`config.mk`:
```
export PLATFORM = sky130hd
export DESIGN_NAME = imu_multiply_unit
export DESIGN_NICKNAME = d
export VERILOG_FILES = /design/src/core/imu_pkg.sv /design/src/core/imu_multiply_unit.sv
export SDC_FILE = /design/constraint.sdc
export NUM_CORES = 2
export LEC_CHECK = 0
export BUFFER_PORTS_ARGS = -buffer_cell sky130_fd_sc_hd__buf_2
export CAP_MARGIN = 30
export CORE_MARGIN = 2
export CORE_UTILIZATION = 57
export CTS_BUF_LIST = sky130_fd_sc_hd__clkbuf_4
export CTS_CLUSTER_DIAMETER = 30
export CTS_CLUSTER_SIZE = 24
export DETAILED_ROUTE_END_ITERATION = 10
export PLACE_DENSITY = 0.76
export SLEW_MARGIN = 25
export SYNTH_ARGS = -nofsm -noshare
export SYNTH_HDL_FRONTEND = slang
export SYNTH_SLANG_ARGS = --single-unit
```
`constraint.sdc`:
```
create_clock -name core_clk -period 2.8 [get_ports core_clk]
set_input_delay 0.56 -clock core_clk [delete_from_list [all_inputs] [get_ports core_clk]]
set_output_delay 0.56 -clock core_clk [all_outputs]
set_load 0.02 [all_outputs]
```
`src/core/imu_pkg.sv`:
```
// Constants and encodings shared by the integer multiply unit
// Summary of operation
// - A multiply runs only when its condition passed, otherwise no register or flag is written.
// - The short multiply writes first source times second source and ignores the accumulate operand.
// - The short multiply-accumulate adds the accumulate operand to the product and writes the sum.
// - The short forms return the low 32 bits of the product, the same for signed and unsigned.
// - Flags are written only when the flag-update bit of the instruction is set.
// - A flag-updating short form sets N from bit 31 and Z on a zero result, leaving V unchanged.
// - A short form takes 6 cycles less an early-termination saving of 0 to 3, so 3 to 6 cycles.
// - A long multiply forms a 64-bit product, low half to the low and high half to the high destination.
// - A long multiply-accumulate adds the 64-bit pair read from the destinations to the product.
// - Unsigned long forms treat every operand as unsigned, signed long forms as two's complement.
// - A flag-updating long form sets N from bit 63 and Z when all 64 result bits are zero.
// - A long form takes 7 cycles less an early-termination saving of 0 to 3, so 4 to 7 cycles.
package imu_pkg;

	////////////////////////////////////////////////////////////////////////////////////////
	// Operation codes: bit 2 long, bit 1 signed, bit 0 accumulate
	localparam logic [2:0] OP_SHORT_MULTIPLY                      = 3'h0;
	localparam logic [2:0] OP_SHORT_MULTIPLY_ACCUMULATE           = 3'h1;
	localparam logic [2:0] OP_UNSIGNED_LONG_MULTIPLY              = 3'h4;
	localparam logic [2:0] OP_UNSIGNED_LONG_MULTIPLY_ACCUMULATE   = 3'h5;
	localparam logic [2:0] OP_SIGNED_LONG_MULTIPLY                = 3'h6;
	localparam logic [2:0] OP_SIGNED_LONG_MULTIPLY_ACCUMULATE     = 3'h7;
	localparam int         OP_BIT_ACC                             = 0;
	localparam int         OP_BIT_SIGNED                          = 1;
	localparam int         OP_BIT_LONG                            = 2;

	////////////////////////////////////////////////////////////////////////////////////////
	// Flag nibble layout of the current program status
	localparam int         FLAG_N                                 = 3;
	localparam int         FLAG_Z                                 = 2;
	localparam int         FLAG_C                                 = 1;
	localparam int         FLAG_V                                 = 0;

	////////////////////////////////////////////////////////////////////////////////////////
	// Timing in core cycles
	localparam logic [2:0] SHORT_BASE_CYC                         = 3'h6;
	localparam logic [2:0] LONG_BASE_CYC                          = 3'h7;
	localparam logic [2:0] SHORT_MIN_CYC                          = 3'h3;
	localparam logic [2:0] LONG_MIN_CYC                           = 3'h4;
	localparam logic [2:0] SKIP_CYC                               = 3'h1;
	localparam logic [2:0] CNT_ONE                                = 3'h1;
	localparam logic [2:0] CNT_ZERO                               = 3'h0;

	////////////////////////////////////////////////////////////////////////////////////////
	// Control states, one-hot
	typedef enum logic [1:0] {
		ST_IDLE = 2'h1,
		ST_RUN  = 2'h2
	} imu_state_e;

endpackage

```
`src/core/imu_multiply_unit.sv`:
```
// Integer multiply and multiply-accumulate execution unit
`timescale 1ns/1ps

module imu_multiply_unit #(
	parameter int DATA_W = 32
) (
	// Clock and reset
	input  wire logic                core_clk,
	input  wire logic                rst_b,
	// Issue from the decoder
	input  wire logic                issue,
	input  wire logic [2:0]          op,
	input  wire logic                cond_pass,
	input  wire logic                set_flags,
	input  wire logic [1:0]          early_term,
	// Operands from the register file
	input  wire logic [DATA_W-1:0]   first_source_operand,
	input  wire logic [DATA_W-1:0]   second_source_operand,
	input  wire logic [DATA_W-1:0]   accumulate_operand,
	input  wire logic [DATA_W-1:0]   high_destination_register,
	input  wire logic [3:0]          flags_in,
	// Status toward the pipeline
	output logic                     busy,
	output logic                     done,
	// Write-back to the register file and status
	output logic                     wr_lo,
	output logic                     wr_hi,
	output logic [DATA_W-1:0]        result_lo,
	output logic [DATA_W-1:0]        result_hi,
	output logic                     flags_wr,
	output logic [3:0]               flags_out
);

	////////////////////////////////////////////////////////////////////////////////////////
	// State record
	typedef struct packed {
		imu_pkg::imu_state_e st;
		logic [2:0]          cnt;
		logic                is_long;
		logic                exec;
		logic                sflag;
		logic                busy;
		logic                done;
		logic                wr_lo;
		logic                wr_hi;
		logic                flags_wr;
		logic [DATA_W-1:0]   res_lo;
		logic [DATA_W-1:0]   res_hi;
		logic [3:0]          flags;
	} imu_state_s;

	imu_state_s            r;
	imu_state_s            next_r;
	logic [2*DATA_W-1:0]   op_a;
	logic [2*DATA_W-1:0]   op_b;
	logic [2*DATA_W-1:0]   addend;
	logic [2*DATA_W-1:0]   product;
	logic [2*DATA_W-1:0]   sum;
	logic                  take;
	logic                  is_long_in;
	logic [2:0]            len;

	////////////////////////////////////////////////////////////////////////////////////////
	// Datapath: widen to 64 bits, then multiply and add modulo 2^64
	always_comb begin
		is_long_in = op[imu_pkg::OP_BIT_LONG];
		// Sign-extension gives the right low 64 bits of a two's-complement product
		if (is_long_in && op[imu_pkg::OP_BIT_SIGNED]) begin
			op_a = {{DATA_W{first_source_operand[DATA_W-1]}}, first_source_operand};
			op_b = {{DATA_W{second_source_operand[DATA_W-1]}}, second_source_operand};
		end else begin
			op_a = {{DATA_W{1'b0}}, first_source_operand};
			op_b = {{DATA_W{1'b0}}, second_source_operand};
		end
		// Short forms use one datapath since only low bits are kept
		if (!op[imu_pkg::OP_BIT_ACC]) begin
			addend = '0;
		end else if (is_long_in) begin
			addend = {high_destination_register, accumulate_operand};
		end else begin
			addend = {{DATA_W{1'b0}}, accumulate_operand};
		end
		product = 64'(op_a * op_b);
		sum     = 64'(product + addend);
	end

	////////////////////////////////////////////////////////////////////////////////////////
	// Issue acceptance and latency from the early-termination saving
	assign take = issue && !r.busy;
	assign len  = 3'((is_long_in ? imu_pkg::LONG_BASE_CYC : imu_pkg::SHORT_BASE_CYC)
		- {1'b0, early_term});

	////////////////////////////////////////////////////////////////////////////////////////
	// Next-state logic
	always_comb begin
		next_r          = r;
		next_r.done     = 1'b0;
		next_r.wr_lo    = 1'b0;
		next_r.wr_hi    = 1'b0;
		next_r.flags_wr = 1'b0;
		case (r.st)
			imu_pkg::ST_IDLE: begin
				if (take) begin
					next_r.st      = imu_pkg::ST_RUN;
					next_r.busy    = 1'b1;
					next_r.is_long = is_long_in;
					next_r.exec    = cond_pass;
					next_r.sflag   = cond_pass && set_flags;
					next_r.flags   = flags_in;
					if (!cond_pass) begin
						// Skipped: one cycle, nothing written
						next_r.cnt  = imu_pkg::SKIP_CYC - imu_pkg::CNT_ONE;
						next_r.done = 1'b1;
					end else begin
						next_r.cnt = len - imu_pkg::CNT_ONE;
						if (is_long_in) begin
							next_r.res_lo = sum[DATA_W-1:0];
							next_r.res_hi = sum[2*DATA_W-1:DATA_W];
						end else begin
							next_r.res_lo = sum[DATA_W-1:0];
						end
						if (set_flags) begin
							// C is left as it was, which is one of the allowed values
							if (is_long_in) begin
								next_r.flags[imu_pkg::FLAG_N] = sum[2*DATA_W-1];
								next_r.flags[imu_pkg::FLAG_Z] = (sum == '0);
							end else begin
								next_r.flags[imu_pkg::FLAG_N] = sum[DATA_W-1];
								next_r.flags[imu_pkg::FLAG_Z] = (sum[DATA_W-1:0] == '0);
							end
						end
					end
				end
			end
			imu_pkg::ST_RUN: begin
				if (r.cnt == imu_pkg::CNT_ZERO) begin
					// Final busy cycle just ended
					next_r.st   = imu_pkg::ST_IDLE;
					next_r.busy = 1'b0;
				end else begin
					next_r.cnt = 3'(r.cnt - imu_pkg::CNT_ONE);
					if (r.cnt == imu_pkg::CNT_ONE) begin
						next_r.done     = 1'b1;
						next_r.wr_lo    = r.exec;
						next_r.wr_hi    = r.exec && r.is_long;
						next_r.flags_wr = r.sflag;
					end
				end
			end
			default: begin
				next_r.st   = imu_pkg::ST_IDLE;
				next_r.busy = 1'b0;
			end
		endcase
	end

	////////////////////////////////////////////////////////////////////////////////////////
	// State register
	always_ff @(posedge core_clk or negedge rst_b) begin
		if (!rst_b) begin
			r       <= '0;
			r.st    <= imu_pkg::ST_IDLE;
			r.flags <= 4'h0;
		end else begin
			r <= next_r;
		end
	end

	////////////////////////////////////////////////////////////////////////////////////////
	// Outputs straight from the state register
	assign busy      = r.busy;
	assign done      = r.done;
	assign wr_lo     = r.wr_lo;
	assign wr_hi     = r.wr_hi;
	assign result_lo = r.res_lo;
	assign result_hi = r.res_hi;
	assign flags_wr  = r.flags_wr;
	assign flags_out = r.flags;

	////////////////////////////////////////////////////////////////////////////////////////
	// Checking helpers: cycles since issue, and the reference sum and incoming flags kept for result checks
	logic [3:0]          hlp_cyc;
	logic [2*DATA_W-1:0] hlp_sum;
	logic [3:0]          hlp_flags;
	logic [2*DATA_W-1:0] hlp_prod;
	logic [2*DATA_W-1:0] hlp_add;

	// Reference built with casts, not the datapath's replication, so a slip there still shows
	always_comb begin
		if (op[imu_pkg::OP_BIT_LONG] && op[imu_pkg::OP_BIT_SIGNED]) begin
			hlp_prod = 64'($signed(first_source_operand)) * 64'($signed(second_source_operand));
		end else begin
			hlp_prod = 64'(first_source_operand) * 64'(second_source_operand);
		end
		if (!op[imu_pkg::OP_BIT_ACC]) begin
			hlp_add = 64'h0;
		end else if (op[imu_pkg::OP_BIT_LONG]) begin
			hlp_add = {high_destination_register, accumulate_operand};
		end else begin
			hlp_add = 64'(accumulate_operand);
		end
	end

	always_ff @(posedge core_clk or negedge rst_b) begin
		if (!rst_b) begin
			hlp_cyc   <= 4'h0;
			hlp_sum   <= '0;
			hlp_flags <= 4'h0;
		end else if (take) begin
			hlp_cyc   <= 4'h1;
			hlp_sum   <= 64'(hlp_prod + hlp_add);
			hlp_flags <= flags_in;
		end else if (r.busy) begin
			hlp_cyc   <= 4'(hlp_cyc + 4'h1);
		end
	end
endmodule

```
==> metrics.md <==
| Metric | Value |
|---|---|
| Synthesized area per cell | `9.45 um^2` |
| CTS HTree Levels | `3` |
| Leading area contributor after synthesis | `fa_1` |
| Initial Util | `57.6%` |
| Final Skew | `0.0190 ns` |
| Placed cells | `7,647` |
| Final worst path period need | `9.08 ns` |
| Die Y | `311 um` |
| Main area contributors after synthesis | `fa_1, inv_1, ha_1` |
| # nets final | `8,488` |
| Crit path kind | `in -> reg` |
| Routed WL | `184,000 um` |
| Vias per inst | `5.61` |
| Drt pass-1 iters | `10` |
| Yosys warns | `0` |
| I/O Pins | `215` |
| # DRC | `0` |
| Crit path max fanout | `7` |
| Clock buffer depth | `2` |
| Worst R2R Start | `r[79]$_DFFE_PN1P_` |
| HP Class | `in -> async` |
| Ys async rst share | `100%` |
| Final Max Tran Viols | `0` |
| Number of CTS-inserted buffers | `9` |
| Routed vias | `43,854` |
| Synth Cell Area | `53,900 um^2` |
| Most common cell in the synthesized netlist | `inv_1` |
| Final period util | `324%` |
| Mapped Cells | `5,701` |
| Synth top area share | `55.0%` |
| DP Wirelength | `146,000 um` |
| Syn_nets | `7,653` |
| FF-to-FF path depth | `10` |
| Failing checks | `negative setup slack` |
| Setup Viol. Count Final | `63` |
| GRT Util Overall | `35.8%` |
| Final hold viol count | `0` |
| Cell family with most CP delay | `adder cells` |
| Hold Buf Count CTS | `0` |
| Row Count | `112` |
| Synth-to-Final Area Change | `25.7%` |
| Slowest cell on the critical path | `fa_1` |
| CP most frequent cell | `fa_1` |
| DRT antenna net count | `0` |
| Ys flop type | `dfrtp_1` |
| Worst-path clk slew | `0.15 ns` |
| GRT overflow | `0` |
| Least-Margin Pin Slew | `0.585 ns` |
| Setup crit end kind | `register` |
| Post-route setup slack | `-6.28 ns` |
| Worst path bufs/invs | `12` |
| Layout cells sized above 1 | `27.5%` |
| Arr. time, crit path | `9.47 ns` |
| First-pass GRT wire length | `266,000 um` |
| Largest net degree at the start of global routing | `50` |
| Worst EP required | `3.20 ns` |
| Crit. Startpoint | `op[2]` |
| Fmax | `110 MHz` |
| CTS tree | `built` |
| Iter 0 DRT Violations | `4,427` |
| DIE WIDTH | `311 um` |
| Synth unique cells | `81` |
| Initial antenna violation count | `16` |
| Startpoint types | `input port` |
| Number of global-route vias before repair | `46,685` |
| Drt wl/cell | `23.5 um` |
| # port buffers | `214` |
| Worst skew pair latency | `0.45 ns` |
| Max-cap violations | `0` |
| Sequential share of the synthesized area | `3.72%` |
| RSZ-0062 raised after global routing | `yes` |
| Layout Cells excl Fill | `7,811` |
| Yosys reg bits | `80` |
| Number of synthesized flops with an enable pin | `0` |
| Gpl congestion | `1.00` |
| Setup TNS | `-304.92 ns` |
| Clock sink count | `80` |
| Post-synth top cells | `inv_1, fa_1, nand2_1, and2_1, ha_1` |
| Die area | `97,000 um^2` |
| Register-to-register setup slack | `-0.28 ns` |
| Core area | `93,500 um^2` |
| Reg-to-Reg End | `flags_out[2]$_DFFE_PN0P_` |
| Fillers | `6,192` |
| Status | `complete, but fails checks` |
| Setup slack at placement | `-6.95 ns` |
| Root Buffer | `clkbuf_4` |
| Largest stage delay, worst path | `0.60 ns` |
| Slew margin rel. | `60.6%` |
[through the flow]
step           instance area (um^2)  hold slack [ns]  util, %
2_1_floorplan                 55500            0.264        -
3_3_place_gp                  62500            0.455     66.9
3_5_place_dp                  62500            0.465     66.9
4_1_cts                       64700           0.0218     69.2
5_1_grt                       67700           0.0444     72.4
6_report                      67700           0.0273     72.4
[cells by family (layout without fill, tap and decap cells)]
logic type / Yosys count / in the layout / share of synthesized area (%)
flip-flops: 80 / 80 / 3.72
XOR/XNOR: 120 / 120 / 1.95
other: 0 / 16 / 0
adder cells (fa/ha/maj): 1813 / 1813 / 62.7
buffers and inverters: 1867 / 2707 / 13.6
AND/OR/NAND/NOR: 1471 / 1471 / 13.6
multiplexers: 27 / 27 / 0.555
AO/OA/AOI/OAI: 323 / 323 / 3.93
[cell type report]
type,instances,area [um^2],share of cell area (%)
clock buffer,9,67.6,0.0998
antenna,16,40.0,0.0592
inverter,1539,5780,8.54
timing repair buffer,1152,10000,14.8
multi-input combinational,3754,48100,71.1
clock inverter,7,92.6,0.137
sequential,80,2000,2.96
tap,1254,1570,2.32
[registers in the layout (all words and copies together) (netlist names)]
signal / cells
flags_out: 4
wr_lo: 1
done: 1
result_hi: 32
flags_wr: 1
r: 8
result_lo: 32
wr_hi: 1
[cell usage in the layout, fill, tap and decap left out, types with 24 or more instances in the layout]
| cell type | n |
|---|---|
| inv_1 | 1472 |
| fa_1 | 1382 |
| buf_4 | 755 |
| nand2_1 | 648 |
| and2_1 | 535 |
| ha_1 | 246 |
| buf_2 | 165 |
| buf_6 | 121 |
| fa_2 | 97 |
| ha_4 | 82 |
| dfrtp_1 | 79 |
| buf_12 | 71 |
| inv_2 | 67 |
| xnor2_1 | 61 |
| nor2_1 | 43 |
| a21oi_1 | 38 |
| o21ai_2 | 38 |
| nand2_2 | 35 |
| and2_4 | 32 |
| a21o_1 | 31 |
| and3_1 | 29 |
| a21oi_2 | 24 |
| buf_8 | 24 |
[worst max path at each step]
stage               cells after the start                        to  slack (ns)
detailed placement                     32  flags_out[2]$_DFFE_PN0P_       -6.95
floorplan                              34  flags_out[2]$_DFFE_PN0P_       -6.40
finish                                 36  flags_out[2]$_DFFE_PN0P_       -6.28
global placement                       32  flags_out[2]$_DFFE_PN0P_       -6.95
global route                           36  flags_out[2]$_DFFE_PN0P_       -6.56
CTS                                    33  flags_out[3]$_DFFE_PN0P_       -6.13
[per-layer routing]
metal,up-vias,global-route usage [%],wire (um),part of all wire [%]
met5,-,0,0,0
met4,0,11.6,11200,6.1
met3,631,7.41,20900,11
met2,2767,55.8,84200,46
met1,22497,50.7,67300,37
li1,17959,-,-,-
[what timing repair did]
action                     4_1_cts  5_1_grt
setup buffers                   49       97
pin swaps                      208      208
resized for setup              420      417
gates cloned                     2        9
setup endpoints to repair       64       63
Power is not shown: default switching activity piles up to over one toggle a cycle in this logic, so the estimate is an artifact.
